[src/design/odc_pkg.sv]
// package: register layout, reset values and timing for output driver control
package odc_pkg;

  // ****************************************************************
  // register selection and layout
  // ****************************************************************
  localparam logic       SEL_OUT_EC    = 1'h0;     // first control word
  localparam logic       SEL_RECOV_PWM = 1'h1;     // second control word
  localparam int         REF_MSB       = 7;        // reference code msb
  localparam int         REF_LSB       = 2;        // reference code lsb
  localparam int         EC_MODE_BIT   = 1;        // electrochrome mode switch
  localparam int         HIGHSIDE_OUTPUT_TEN_ON_BIT  = 10;       // highside ten on/off
  localparam int         ECV_ON_BIT    = 8;        // sense output lowside on/off
  localparam int         RECOV_MSB     = 15;       // half bridge one recovery
  localparam int         RECOV_LSB     = 10;       // half bridge six recovery
  localparam int         ECV_RECOV_BIT = 9;        // sense output recovery
  localparam int         PWM_EN_MSB    = 7;        // half bridge one pwm gate
  localparam int         PWM_EN_LSB    = 2;        // half bridge six pwm gate
  localparam int         ECV_PWM_BIT   = 1;        // sense output pwm gate
  localparam int         FS_SEL_BIT    = 0;        // high full scale select
  localparam logic [15:0] W1_RSVD_MASK = 16'hFFFE; // bit 0 reserved
  localparam logic [15:0] W2_RSVD_MASK = 16'hFEFF; // bit 8 reserved
  localparam logic [15:0] W1_RESET     = 16'h0000; // first word after reset
  localparam logic [15:0] W2_RESET     = 16'h0000; // full scale select at 0
  localparam logic [5:0]  HB_PWM_B_MAP = 6'h10;    // half bridge five on pwm b
  localparam int         NUM_CH        = 7;        // six half bridges plus sense

  // ****************************************************************
  // recovery timing
  // ****************************************************************
  localparam int CLK_HZ          = 40000000;         // 40 MHz system clock
  localparam int OCR_SLOW_HZ10   = 17;               // 1.7 kHz, tenths of kHz
  localparam int OCR_FAST_HZ10   = 30;               // 3 kHz, tenths of kHz
  localparam int OCR_SLOW_CYC    = CLK_HZ / (OCR_SLOW_HZ10 * 100); // longest: floor
  localparam int OCR_FAST_CYC    = CLK_HZ / (OCR_FAST_HZ10 * 100);
  localparam int OCR_CNT_W       = 15;               // holds 23529

endpackage : odc_pkg

[src/design/odc_ocr_if.sv]
// interface: one over-current recovery channel between top and channel logic
`timescale 1ns/1ps
interface odc_ocr_if;
  logic event_p;    // over-current event pulse
  logic recov_en;   // effective recovery enable
  logic tick;       // recovery period boundary pulse
  logic late;       // event lands in second half of period
  logic clr;        // clear status flag pulse
  logic flag;       // sticky over-current status
  logic allow;      // channel may drive

  modport top (output event_p, recov_en, tick, late, clr, input flag, allow);
  modport chan (input event_p, recov_en, tick, late, clr, output flag, allow);
endinterface : odc_ocr_if

[src/design/odc_ocr_chan.sv]
// module: over-current shutdown and recovery for one output channel
`timescale 1ns/1ps
module odc_ocr_chan
(
  input  wire logic clk_in,      // system clock
  input  wire logic sys_rst_in,  // synchronous reset, active high
  odc_ocr_if.chan   ch           // channel control
);

  // ****************************************************************
  // state
  // ****************************************************************
  typedef enum logic [1:0] {ODC_RUN, ODC_WAIT, ODC_LATCH} odc_ocr_st_t;
  odc_ocr_st_t st_r, st_nxt;       // channel state
  logic        flag_r, flag_nxt;   // sticky status
  logic        used_r, used_nxt;   // one unrequested recovery spent

  // one-shot only when disabled and the phase was late
  wire logic   one_shot = ~ch.recov_en & ch.late & ~used_r;

  // next state; event in run switches output off
  always_comb
  begin
    st_nxt   = st_r;
    used_nxt = used_r & ~ch.clr;
    unique case (st_r)
      ODC_RUN:
      begin
        if (ch.event_p)
        begin
          if (ch.recov_en | one_shot) st_nxt = ODC_WAIT;
          else                        st_nxt = ODC_LATCH;
          if (one_shot) used_nxt = 1'b1;
        end
      end
      ODC_WAIT:
      begin
        if (ch.tick) st_nxt = ODC_RUN;
      end
      ODC_LATCH:
      begin
        if (ch.clr) st_nxt = ODC_RUN;  // software restart
      end
    endcase
  end

  // set beats clear so a coincident event is never lost
  assign flag_nxt = ch.event_p | (flag_r & ~ch.clr);

  // state registers
  always_ff @(posedge clk_in)
  begin
    if (sys_rst_in)
    begin
      st_r   <= ODC_RUN;
      flag_r <= 1'b0;
      used_r <= 1'b0;
    end
    else
    begin
      st_r   <= st_nxt;
      flag_r <= flag_nxt;
      used_r <= used_nxt;
    end
  end

  assign ch.flag  = flag_r;
  assign ch.allow = (st_r == ODC_RUN);
endmodule // odc_ocr_chan

[src/design/odc_ctrl_top.sv]
// module: output driver control words, pwm gating and over-current recovery
`timescale 1ns/1ps
// Overview of operation
// - first word bits 7:2 give reference code
// - reference code plain unsigned, bit 7 msb
// - mode bit enables electrochrome gate drive
// - mode bit forces highside ten on
// - over-current sets flag, switches output off
// - recovery enable re-activates output after delay
// - one recovery possible even when disabled
// - mode bit disables sense output recovery
// - second word holds pwm gate enables
// - gated output follows its pwm input
// - five and ten on pwm b
// - select bit chooses 1.2V or 1.5V
// - full scale select resets to zero
module odc_ctrl_top
#(
  parameter int OCR_SLOW_CYC = odc_pkg::OCR_SLOW_CYC, // slow recovery period
  parameter int OCR_FAST_CYC = odc_pkg::OCR_FAST_CYC  // fast recovery period
)
(
  input  wire logic        clk_in,            // 40 MHz clock
  input  wire logic        sys_rst_in,        // synchronous reset
  input  wire logic        wr_en_in,          // write strobe from serial port
  input  wire logic        wr_sel_in,         // 0 first word, 1 second word
  input  wire logic [15:0] wr_data_in,        // write data
  input  wire logic [5:0]  hb_on_in,          // half bridge on/off bits, one at 0
  input  wire logic        highside_output_ten_pwm_en_in,   // highside ten pwm gate enable
  input  wire logic        ocr_fast_in,       // recovery frequency select
  input  wire logic        pwm_a_in,          // pwm_input_a
  input  wire logic        pwm_b_in,          // pwm_input_b
  input  wire logic [6:0]  oc_event_in,       // over-current pulses, 6 is sense
  input  wire logic [6:0]  oc_clr_in,         // status clear pulses
  output logic      [15:0] word1_out,         // first word readback
  output logic      [15:0] word2_out,         // second word readback
  output logic      [5:0]  ec_ref_code_out,   // converter target
  output logic             ec_gate_drive_out, // external transistor drive
  output logic             full_scale_hi_out, // 1 selects 1.5V, 0 selects 1.2V
  output logic      [5:0]  hb_drive_out,      // half bridge drive, one at 0
  output logic             ecv_drive_out,     // sense output lowside drive
  output logic             highside_output_ten_drive_out,   // highside ten drive
  output logic      [6:0]  oc_flag_out        // over-current status
);

  // ****************************************************************
  // control words
  // ****************************************************************
  logic [15:0] w1_r;  // output enable and electrochrome control
  logic [15:0] w2_r;  // recovery and pwm gating control

  // masking reserved bits keeps them reading zero even if misused
  wire logic w1_we = wr_en_in & (wr_sel_in == odc_pkg::SEL_OUT_EC);
  wire logic w2_we = wr_en_in & (wr_sel_in == odc_pkg::SEL_RECOV_PWM);

  // word registers
  always_ff @(posedge clk_in)
  begin
    if (sys_rst_in)
    begin
      w1_r <= odc_pkg::W1_RESET;
      w2_r <= odc_pkg::W2_RESET;
    end
    else
    begin
      if (w1_we) w1_r <= wr_data_in & odc_pkg::W1_RSVD_MASK;
      if (w2_we) w2_r <= wr_data_in & odc_pkg::W2_RSVD_MASK;
    end
  end

  // ****************************************************************
  // field decode
  // ****************************************************************
  wire logic       ec_mode  = w1_r[odc_pkg::EC_MODE_BIT];
  wire logic [5:0] ref_code = w1_r[odc_pkg::REF_MSB:odc_pkg::REF_LSB];
  wire logic [5:0] hb_recov = w2_r[odc_pkg::RECOV_MSB:odc_pkg::RECOV_LSB];
  wire logic [5:0] hb_pwm   = w2_r[odc_pkg::PWM_EN_MSB:odc_pkg::PWM_EN_LSB];
  // sense recovery enable ignored in electrochrome mode
  wire logic       ecv_rec  = w2_r[odc_pkg::ECV_RECOV_BIT] & ~ec_mode;
  wire logic       ecv_pwm  = w2_r[odc_pkg::ECV_PWM_BIT];

  // bit fields run msb-first for output one, so reverse into index order
  function automatic logic [5:0] odc_rev6(input logic [5:0] v);
    for (int i = 0; i < 6; i++) odc_rev6[i] = v[5 - i];
  endfunction

  // gated level: pwm input passes through only when gating is enabled
  function automatic logic odc_gate(input logic on, input logic en, input logic pwm);
    odc_gate = on & (~en | pwm);
  endfunction

  wire logic [5:0] hb_recov_i = odc_rev6(hb_recov);
  wire logic [5:0] hb_pwm_i   = odc_rev6(hb_pwm);

  // ****************************************************************
  // recovery period divider
  // ****************************************************************
  logic [odc_pkg::OCR_CNT_W-1:0] per_cnt_r;  // position within period
  logic                          tick_r;     // period boundary pulse
  // one divider serves all channels, so delay depends on event phase
  wire logic [odc_pkg::OCR_CNT_W-1:0] per_len = ocr_fast_in ?
    odc_pkg::OCR_CNT_W'(OCR_FAST_CYC) : odc_pkg::OCR_CNT_W'(OCR_SLOW_CYC);
  wire logic per_end = (per_cnt_r >= per_len - odc_pkg::OCR_CNT_W'(1));
  wire logic late    = (per_cnt_r >= (per_len >> 1));

  // divider process
  always_ff @(posedge clk_in)
  begin
    if (sys_rst_in)
    begin
      per_cnt_r <= '0;
      tick_r    <= 1'b0;
    end
    else
    begin
      per_cnt_r <= per_end ? '0 : per_cnt_r + odc_pkg::OCR_CNT_W'(1);
      tick_r    <= per_end;
    end
  end

  // ****************************************************************
  // over-current channels
  // ****************************************************************
  logic [6:0] allow;  // channel may drive
  logic [6:0] flag;   // channel status

  for (genvar g = 0; g < odc_pkg::NUM_CH; g++)
  begin : g_ch
    odc_ocr_if ocr ();
    assign ocr.event_p  = oc_event_in[g];
    assign ocr.recov_en = (g == 6) ? ecv_rec : hb_recov_i[g % 6];
    assign ocr.tick     = tick_r;
    assign ocr.late     = late;
    assign ocr.clr      = oc_clr_in[g];
    assign flag[g]      = ocr.flag;
    assign allow[g]     = ocr.allow;
    odc_ocr_chan u_chan
    (
      .clk_in     (clk_in),
      .sys_rst_in (sys_rst_in),
      .ch         (ocr.chan)
    );
  end

  // ****************************************************************
  // drive decisions
  // ****************************************************************
  logic [5:0] hb_nxt;  // half bridge drive next
  wire  logic [5:0] hb_pwm_src =
    (odc_pkg::HB_PWM_B_MAP & {6{pwm_b_in}}) | (~odc_pkg::HB_PWM_B_MAP & {6{pwm_a_in}});

  // half bridges gated by on bit, pwm and recovery state
  always_comb
  begin
    for (int i = 0; i < 6; i++)
      hb_nxt[i] = odc_gate(hb_on_in[i], hb_pwm_i[i], hb_pwm_src[i]) & allow[i];
  end

  wire logic ecv_nxt = odc_gate(w1_r[odc_pkg::ECV_ON_BIT], ecv_pwm, pwm_a_in)
                       & allow[6];
  // mode bit overrides the on/off bit and pwm gating
  wire logic o10_nxt = ec_mode |
                       odc_gate(w1_r[odc_pkg::HIGHSIDE_OUTPUT_TEN_ON_BIT], highside_output_ten_pwm_en_in, pwm_b_in);

  // output registers
  always_ff @(posedge clk_in)
  begin
    if (sys_rst_in)
    begin
      hb_drive_out      <= '0;
      ecv_drive_out     <= 1'b0;
      highside_output_ten_drive_out   <= 1'b0;
      ec_gate_drive_out <= 1'b0;
      ec_ref_code_out   <= '0;
      full_scale_hi_out <= 1'b0;
      oc_flag_out       <= '0;
      word1_out         <= odc_pkg::W1_RESET;
      word2_out         <= odc_pkg::W2_RESET;
    end
    else
    begin
      hb_drive_out      <= hb_nxt;
      ecv_drive_out     <= ecv_nxt;
      highside_output_ten_drive_out   <= o10_nxt;
      ec_gate_drive_out <= ec_mode;
      ec_ref_code_out   <= ref_code;
      full_scale_hi_out <= w2_r[odc_pkg::FS_SEL_BIT];
      oc_flag_out       <= flag;
      word1_out         <= w1_r;
      word2_out         <= w2_r;
    end
  end
endmodule // odc_ctrl_top

[config.mk]
export PLATFORM = sky130hd
export DESIGN_NAME = odc_ctrl_top
export DESIGN_NICKNAME = d
export VERILOG_FILES = /design/src/design/odc_pkg.sv /design/src/design/odc_ocr_if.sv /design/src/design/odc_ocr_chan.sv /design/src/design/odc_ctrl_top.sv
export SDC_FILE = /design/constraint.sdc
export NUM_CORES = 1
export LEC_CHECK = 0
export BUFFER_PORTS_ARGS = -buffer_cell sky130_fd_sc_hd__buf_2
export CORE_MARGIN = 2
export CORE_UTILIZATION = 55
export DETAILED_ROUTE_END_ITERATION = 6
export GPL_TIMING_DRIVEN = 0
export HOLD_SLACK_MARGIN = 0.06
export PLACE_DENSITY = 0.8
export SETUP_SLACK_MARGIN = 0.2
export SLEW_MARGIN = 20
export SYNTH_ARGS = -nofsm -noshare
export SYNTH_HDL_FRONTEND = slang
export SYNTH_SLANG_ARGS = --single-unit
[constraint.sdc]
create_clock -name clk_in -period 2.7 [get_ports clk_in]
set_input_delay 0.54 -clock clk_in [delete_from_list [all_inputs] [get_ports clk_in]]
set_output_delay 0.54 -clock clk_in [all_outputs]
set_load 0.01 [all_outputs]
==> results of run 1 <==
cells in the final DEF (no fill, tap or decap), types with 3 or more instances in the layout:
| cell type | instances |
|---|---|
| sky130_fd_sc_hd__clkbuf_1 | 12 |
| sky130_fd_sc_hd__o21ai_2 | 3 |
| sky130_fd_sc_hd__buf_4 | 10 |
| sky130_fd_sc_hd__nor2_1 | 45 |
| sky130_fd_sc_hd__clkbuf_16 | 16 |
| sky130_fd_sc_hd__and2_1 | 7 |
| sky130_fd_sc_hd__a2bb2oi_1 | 6 |
| sky130_fd_sc_hd__nand4_1 | 8 |
| sky130_fd_sc_hd__nor2b_1 | 41 |
| sky130_fd_sc_hd__inv_6 | 5 |
| sky130_fd_sc_hd__buf_2 | 97 |
| sky130_fd_sc_hd__inv_8 | 5 |
| sky130_fd_sc_hd__nand3_1 | 16 |
| sky130_fd_sc_hd__o31ai_2 | 7 |
| sky130_fd_sc_hd__xnor2_1 | 3 |
| sky130_fd_sc_hd__nor3b_1 | 8 |
| sky130_fd_sc_hd__dfxtp_1 | 119 |
| sky130_fd_sc_hd__nand2_1 | 76 |
| sky130_fd_sc_hd__xor2_1 | 10 |
| sky130_fd_sc_hd__o31ai_1 | 4 |
| sky130_fd_sc_hd__inv_1 | 43 |
| sky130_fd_sc_hd__buf_1 | 4 |
| sky130_fd_sc_hd__or3_1 | 7 |
| sky130_fd_sc_hd__a211oi_1 | 6 |
| sky130_fd_sc_hd__a21oi_1 | 42 |
| sky130_fd_sc_hd__and4_1 | 3 |
| sky130_fd_sc_hd__a221o_1 | 13 |
| sky130_fd_sc_hd__nor3_1 | 4 |
| sky130_fd_sc_hd__and4b_1 | 3 |
| sky130_fd_sc_hd__ha_1 | 43 |
cells by family (layout without fill, tap and decap cells):
family / count (synthesis) / in the layout / synth area share
AND/OR/NAND/NOR: 224 / 224 / 0.215
AO/OA/AOI/OAI: 97 / 97 / 0.139
other: 1 / 2 / 0.000722
adder cells (fa/ha/maj): 43 / 43 / 0.104
XOR/XNOR: 13 / 13 / 0.0219
flip-flops: 119 / 119 / 0.458
buffers and inverters: 71 / 199 / 0.0619
per-layer routing:
metal,track usage,wire length (µm),vias up
li1,-,-,2147
met1,0.317,5560,2054
met2,0.401,5670,135
met3,0.0690,798,18
met4,0.0967,184,0
met5,0,0,-
Yosys cell counts, types with 2 or more instances:
| master | number | area (µm²) |
|---|---|---|
| sky130_fd_sc_hd__and4_1 | 3 | 26.3 |
| sky130_fd_sc_hd__xor2_1 | 10 | 87.6 |
| sky130_fd_sc_hd__xnor2_1 | 3 | 26.3 |
| sky130_fd_sc_hd__clkbuf_1 | 12 | 45.0 |
| sky130_fd_sc_hd__inv_1 | 43 | 161 |
| sky130_fd_sc_hd__a21oi_1 | 42 | 210 |
| sky130_fd_sc_hd__nor2b_1 | 41 | 257 |
| sky130_fd_sc_hd__o21ai_2 | 3 | 26.3 |
| sky130_fd_sc_hd__nor2_1 | 45 | 169 |
| sky130_fd_sc_hd__a221o_1 | 13 | 130 |
| sky130_fd_sc_hd__nand2b_1 | 2 | 12.5 |
| sky130_fd_sc_hd__buf_4 | 10 | 75.1 |
| sky130_fd_sc_hd__and4b_1 | 3 | 30.0 |
| sky130_fd_sc_hd__nand3_1 | 16 | 80.1 |
| sky130_fd_sc_hd__or3_1 | 7 | 43.8 |
| sky130_fd_sc_hd__and2_1 | 7 | 43.8 |
| sky130_fd_sc_hd__o31ai_2 | 7 | 87.6 |
| sky130_fd_sc_hd__a211oi_1 | 6 | 45.0 |
| sky130_fd_sc_hd__buf_1 | 4 | 15.0 |
| sky130_fd_sc_hd__o21bai_1 | 2 | 15.0 |
| sky130_fd_sc_hd__nand2_1 | 76 | 285 |
| sky130_fd_sc_hd__o211ai_1 | 2 | 15.0 |
| sky130_fd_sc_hd__o31ai_1 | 4 | 30.0 |
| sky130_fd_sc_hd__a21o_1 | 2 | 15.0 |
| sky130_fd_sc_hd__nor3b_1 | 8 | 60.1 |
| sky130_fd_sc_hd__a31oi_1 | 2 | 12.5 |
| sky130_fd_sc_hd__ha_1 | 43 | 538 |
| sky130_fd_sc_hd__a2bb2oi_1 | 6 | 52.6 |
| sky130_fd_sc_hd__nor3_1 | 4 | 20.0 |
| sky130_fd_sc_hd__dfxtp_1 | 119 | 2380 |
| sky130_fd_sc_hd__nand4_1 | 8 | 50.1 |
through the flow:
step	setup TNS (ns)	std cells	power (mW)	area, µm²	utilization
after floorplan	0	569	2.29	5200	-
after global placement	-1.31	776	2.44	5820	0.633
after detailed placement	-2.53	776	2.47	5820	0.633
after CTS	0	808	4.66	6400	0.696
after global routing	0	808	4.82	6400	0.696
final	0	808	4.65	6400	0.696
power groups by stage:
stage / Sequential [mW] / Clock (mW) / Combinational, mW
after floorplan: 1.95 / 0 / 0.340
after global placement: 1.94 / 0 / 0.500
after detailed placement: 1.94 / 0 / 0.527
after CTS: 1.91 / 2.22 / 0.535
after global routing: 1.92 / 2.30 / 0.602
final: 1.91 / 2.21 / 0.536
registers in the layout (all words and copies together) (netlist names), 5 cells and up:
register	flops
g_ch.u_chan.ch.flag	7
w1_r	15
per_cnt_r	15
word2_out	15
ec_ref_code_out	5
oc_flag_out	7
hb_drive_out	6
g_ch.u_chan.st_r	14
w2_r	15
word1_out	10
g_ch.u_chan.used_r	7
final cells by class:
| type | count | area share |
|---|---|---|
| Tap cell | 111 | 0.0217 |
| Multi-Input combinational cell | 379 | 0.390 |
| Inverter | 43 | 0.0252 |
| Clock inverter | 14 | 0.0240 |
| Clock buffer | 18 | 0.0668 |
| Timing Repair Buffer | 96 | 0.0751 |
| Sequential cell | 119 | 0.372 |
| Buffer | 28 | 0.0250 |
worst paths after layout:
| kind | from | endpoint | slack, ns | cells after the start |
|---|---|---|---|---|
| min | wr_data_in[0] | w2_r[0] | 0.26 | 3 |
| max reg2reg | per_cnt_r[2] | g_ch[5].u_chan.used_r | 0.50 | 8 |
| max | ocr_fast_in | g_ch[5].u_chan.used_r | 0.34 | 9 |
| min reg2reg | w2_r[1] | ecv_drive_out | 0.45 | 1 |
worst max-delay path, stage by stage:
cell	delay (ns)
sky130_fd_sc_hd__buf_2	0.29
sky130_fd_sc_hd__inv_1	0.22
sky130_fd_sc_hd__ha_1	0.39
sky130_fd_sc_hd__and4b_1	0.22
sky130_fd_sc_hd__a2111oi_2	0.38
sky130_fd_sc_hd__a41oi_2	0.11
sky130_fd_sc_hd__nor2_4	0.31
sky130_fd_sc_hd__buf_12	0.20
sky130_fd_sc_hd__o31ai_2	0.07
==> run summary, run 1 <==
Clock latency at the later pin of the worst-skew pair: 0.52 ns
Max-slew headroom at the worst pin: 0.556
Least setup slack across all paths after layout: 0.341 ns
Pin count of the biggest net entering global routing: 17
Instance count of the mapped netlist: 568
Internal power: 3.37 mW
Post-CTS sizing: 0
Power density cells: 727 nW/µm²
Post-DP HPWL: 8820 µm
Number of antenna-violating nets in the routed design: 0
Multi-input gate area in the final layout: 2500 µm²
Worst clock skew: 0.00913 ns
Shortest period the worst path allows: 2.36 ns
CTS max path bufs: 2
Global-route wire length before repair: 19700 µm
Required time at the endpoint of the critical path: 3.08 ns
Number of setup buffers added after CTS: 0
Via count of the first global-routing pass: 4244
Sequential element share of the synthesized area: 0.458
Setup repair after global routing missed its margin: no
Maximum fanout along the worst path: 15
Footprint of the flip-flops and latches: 2380 µm²
Synth Warn #: 0
Final WL: 12200 µm
Synthesis-stage register bit count: 119
Floorplan die area: 10200 µm²
Async set or reset register ratio after synthesis: 0
Cell variety after synth: 46
Hold crit path type: in -> reg
Switching share of power: 0.275
Net Switching: 1.28 mW
# H-tree levels: 4
Number of maximum-capacitance constraint violations: 0
Clock tree from TritonCTS: done
Minimum hold slack: 0.258 ns
Total number of nets in the final design: 771
Synthesized cell area: 5200 µm²
Antenna cells: 0
Std-Cell Core Area: 9200 µm²
Final-report max-slew violation count: 0
Number of antenna violations at the first check in global routing: 0
Register share of total power: 0.410
Via Count: 4354
Kind of critical path: in -> reg
Outcome: finished, final reports clean
Initial Utilization: 0.565
Grt ovf: 0
Number of hold buffers added after cts: 0
Pin slew with the least headroom to its limit: 0.666 ns
Quantity of I/O buffers inserted on ports: 96
CP startpoint kind: input port
Static leakage: 2.93 nW
Count of flip-flops with a built-in enable after synthesis: 0
Num CTS Buffers: 17
Finish-stage setup viols: 0
Fill cell instance count of the final layout: 689
Height of the die: 101 µm
Ratio of cells with drive above 1 in the final layout: 0.220
Sinks on Clock Net: 119
Number of detailed-routing iterations run before antenna repair: 5
Site row count: 35
Number of DRC markers after the initial detailed-route iteration: 172
Worst-case setup slack after placement: -0.194 ns
Routed vias/inst: 5.39
Endpoint class of the critical path: flop
Clock transition at path regs: 0.06 ns
DRC viols: 0
FMAX: 0.424 GHz
Placer congestion estimate: 0.850
Horizontal die dimension: 101 µm
Worst vdd ir: 0.421 mV
GR Util All Layers: 0.248
Post-detailed-route wirelength per cell: 15.1 µm
Commonest register cell after synthesis: sky130_fd_sc_hd__dfxtp_1
Period utilisation layout: 0.874
Clock group share of total power: 0.475
Number of placed I/O pins: 99
Post-synthesis area per instance: 9.15 µm²
CTS root buffer: sky130_fd_sc_hd__clkbuf_8
Final hold violations: 0
Arr. time, crit path: 2.73 ns
Relative contribution of combinational cells to total power: 0.115
Synthesis-to-finish area growth: 23.2%
Power figures use the tool's default switching activity.
==> run 2, diff against run 1 <==
Settings changed: RECOVER_POWER from default to 50, SYNTH_HIERARCHICAL from default to 1.
==> run 2 against run 1 <==
Net effect: first-iteration DRC count increased by 22%; sequential power hardly changed; wire length fell by 3.5%; register-to-register slack worse by 0.20 ns; final cell count fell by 0.99%; highest routed layer unchanged; clock power decreased by 2%; combinational power is 4% lower; count of clock-buffer cells in the layout is 1 lower; final area shrank 1.3%; critical path type is now reg -> reg; global-route usage is 1.0 points lower.
==> run summary, run 2 <==
Final-report max-slew violation count: 0
Horizontal die dimension: 101 µm
Static leakage: 2.75 nW
Hold crit path type: in -> reg
Clock transition at path regs: 0.06 ns
Commonest register cell after synthesis: sky130_fd_sc_hd__dfxtp_1
Total power after layout: 4.59 mW
Final WL: 11800 µm
Most common cell after layout, fill and taps aside: sky130_fd_sc_hd__dfxtp_1
Clock tree from TritonCTS: done
Endpoint class of the critical path: flop
Pin count of the biggest net entering global routing: 46
Outcome: finished, final reports clean
Finish-stage setup viols: 0
Antenna cells: 0
Quantity of I/O buffers inserted on ports: 96
Via Count: 4250
Worst vdd ir: 0.494 mV
Stages on worst setup path: 8
Post-synthesis area per instance: 9.24 µm²
Post-DP HPWL: 8310 µm
Cell taking the most area after synthesis: sky130_fd_sc_hd__dfxtp_1
DRC viols: 0
Register share of total power: 0.418
Relative contribution of combinational cells to total power: 0.113
Height of the die: 101 µm
Period utilisation layout: 0.888
Sinks on Clock Net: 119
Worst hold path depth: 3
Max-slew headroom at the worst pin: 0.521
Required time at the endpoint of the critical path: 3.14 ns
Worst clock skew: 0.00900 ns
Clock group share of total power: 0.470
Synthesis-to-finish area growth: 22.3%
Post-DP Area: 5790 µm²
Number of hold buffers added after cts: 0
Cell depth of the worst flop-to-flop path: 8
Setup TNS: 0 ns
Layout Cell Area excl Fill: 6320 µm²
Switching share of power: 0.274
Routed vias/inst: 5.31
CTS root buffer: sky130_fd_sc_hd__clkbuf_8
Sequential element share of the synthesized area: 0.461
Cell variety after synth: 43
Number of detailed-routing iterations run before antenna repair: 5
Kind of critical path: reg -> reg
Net Switching: 1.26 mW
Least setup slack across all paths after layout: 0.303 ns
Floorplan die area: 10200 µm²
Synthesized cell area: 5160 µm²
Post-detailed-route wirelength per cell: 14.7 µm
Most instantiated library cell after synthesis: sky130_fd_sc_hd__dfxtp_1
Largest delay contributor family on the critical path: simple AND/OR/NAND/NOR gates
GR Util All Layers: 0.238
Internal power: 3.34 mW
Worst stage delay on the critical path: 0.41 ns
Via count of the first global-routing pass: 4243
# H-tree levels: 4
Number of placed I/O pins: 99
Synth area leaders: sky130_fd_sc_hd__dfxtp_1, sky130_fd_sc_hd__ha_1, sky130_fd_sc_hd__nor2b_1
Initial Utilization: 0.564
Library cell contributing the largest single delay on the critical path: sky130_fd_sc_hd__or4_1
Number of maximum-capacitance constraint violations: 0
CTS max path bufs: 2
Count of flip-flops with a built-in enable after synthesis: 0
Synth top area share: 0.461
Clock latency at the later pin of the worst-skew pair: 0.52 ns
Site row count: 35
Number of antenna violations at the first check in global routing: 0
Commonest cells post-synth: sky130_fd_sc_hd__dfxtp_1, sky130_fd_sc_hd__nand2_1, sky130_fd_sc_hd__nor2b_1
Num CTS Buffers: 17
Async set or reset register ratio after synthesis: 0
Power density cells: 727 nW/µm²
Placer congestion estimate: 0.800
Shortest period the worst path allows: 2.40 ns
Worst-case setup slack after placement: -0.543 ns
Instance count of the mapped netlist: 559
Fill cell instance count of the final layout: 725
CP startpoint kind: flop
Std-Cell Core Area: 9150 µm²
Pin slew with the least headroom to its limit: 0.719 ns
Synth Warn #: 6
Setup repair after global routing missed its margin: yes
Final hold violations: 0
Number of buffer and inverter stages on the critical path: 0
Most used cells in the layout excluding fill and tap cells: sky130_fd_sc_hd__dfxtp_1, sky130_fd_sc_hd__nand2_1, sky130_fd_sc_hd__clkbuf_1
Total number of nets in the final design: 763
Arr. time, crit path: 2.84 ns
Maximum fanout along the worst path: 14
FMAX: 0.417 GHz
Number of antenna-violating nets in the routed design: 0
Most used cell, CP: sky130_fd_sc_hd__a21o_1
Grt ovf: 0
Synthesis-stage register bit count: 119
Ratio of cells with drive above 1 in the final layout: 0.147
Global-route wire length before repair: 18900 µm
Minimum hold slack: 0.248 ns
List of cells traversed by the critical path: ha_1 -> a21o_1 -> a221oi_1 -> a21o_1 -> nand3_4 -> nor2b_1 -> or4_1 -> mux2i_1
Number of DRC markers after the initial detailed-route iteration: 209
-- run 2: changes by cell type in the layout (fill, tap and decap cells not counted), moves of 7 or more --
cell,before,now
sky130_fd_sc_hd__nor2b_1,41,48
sky130_fd_sc_hd__or3_1,7,0
sky130_fd_sc_hd__nand2b_1,2,18
sky130_fd_sc_hd__a221o_1,13,0
sky130_fd_sc_hd__mux2i_1,0,21
sky130_fd_sc_hd__clkbuf_1,12,62
sky130_fd_sc_hd__buf_2,97,44
sky130_fd_sc_hd__nor3b_1,8,0
sky130_fd_sc_hd__nand3_1,16,5
sky130_fd_sc_hd__or4_1,0,7
sky130_fd_sc_hd__o31ai_2,7,0
sky130_fd_sc_hd__a222oi_1,0,7
-- run 2: power groups by stage --
| stage | sequential [mW] | clock (mW) | combinational, mW |
|---|---|---|---|
| 2_1_floorplan | 1.95 | 0 | 0.336 |
| 3_3_place_gp | 1.95 | 0 | 0.483 |
| 3_5_place_dp | 1.95 | 0 | 0.517 |
| 4_1_cts | 1.92 | 2.17 | 0.524 |
| 5_1_grt | 1.93 | 2.25 | 0.580 |
| 6_report | 1.92 | 2.16 | 0.517 |
-- run 2: cells by family (layout without fill, tap and decap cells) --
logic type                 Yosys count  count (layout)  share of synthesized area
DFF                                119             119                      0.461
xor gates and xnor gates            13              13                     0.0221
adders and majority gates           43              43                      0.104
buffers and inverters               67             196                     0.0579
and+or+nand+nor                    220             220                      0.225
AOI/OAI and AO/OA                   75              75                     0.0877
other                                1               2                   0.000726
muxes                               21              21                     0.0407
-- run 2: worst reg2reg max path, cell delays in order (launching register included) --
cell and delay (ns):
sky130_fd_sc_hd__dfxtp_1 0.39, sky130_fd_sc_hd__ha_1 0.29, sky130_fd_sc_hd__a21o_1 0.19, sky130_fd_sc_hd__a221oi_1 0.30, sky130_fd_sc_hd__a21o_1 0.20, sky130_fd_sc_hd__nand3_4 0.17, sky130_fd_sc_hd__nor2b_1 0.20, sky130_fd_sc_hd__or4_1 0.41
sky130_fd_sc_hd__mux2i_1 0.16
-- run 2: per-layer routing --
metal / track usage / up-vias / part of all wire
met2: 0.405 / 131 / 0.49
met3: 0.0603 / 17 / 0.056
met4: 0.109 / 0 / 0.015
met5: 0 / - / 0
li1: - / 2100 / -
met1: 0.282 / 2002 / 0.44
-- run 2: worst paths after layout --
kind | startpoint | endpoint | slack (ns)
worst min-delay path | hb_on_in[4] | hb_drive_out[4] | 0.25
worst max-delay path | per_cnt_r[5] | g_ch[6].u_chan/st_r[1] | 0.30
worst min register to register | w1_r[2] | w1_r[2] | 0.45
worst max register to register | per_cnt_r[5] | g_ch[6].u_chan/st_r[1] | 0.30
-- run 2: cell type report --
type,count,area [µm²],area share
well taps,111,139,0.0220
plain buffers,24,138,0.0218
clock buffers,17,414,0.0656
clock inverters,15,154,0.0244
repair buffers,97,424,0.0671
inverters,43,161,0.0255
multi-input cells,374,2500,0.396
flip-flops and latches,119,2380,0.377
-- run 2: timing repair --
item                       CTS  global route
gates resized for setup      2             4
buffers inserted             0             1
hold endpoints to repair     0             0
setup endpoints to repair   16             8
-- run 2: stage by stage --
| step | cells | utilization |
|---|---|---|
| CTS | 799 | 0.696 |
| global placement | 767 | 0.632 |
| floorplan | 560 | - |
| global route | 800 | 0.690 |
| detailed placement | 767 | 0.632 |
| finish | 800 | 0.690 |
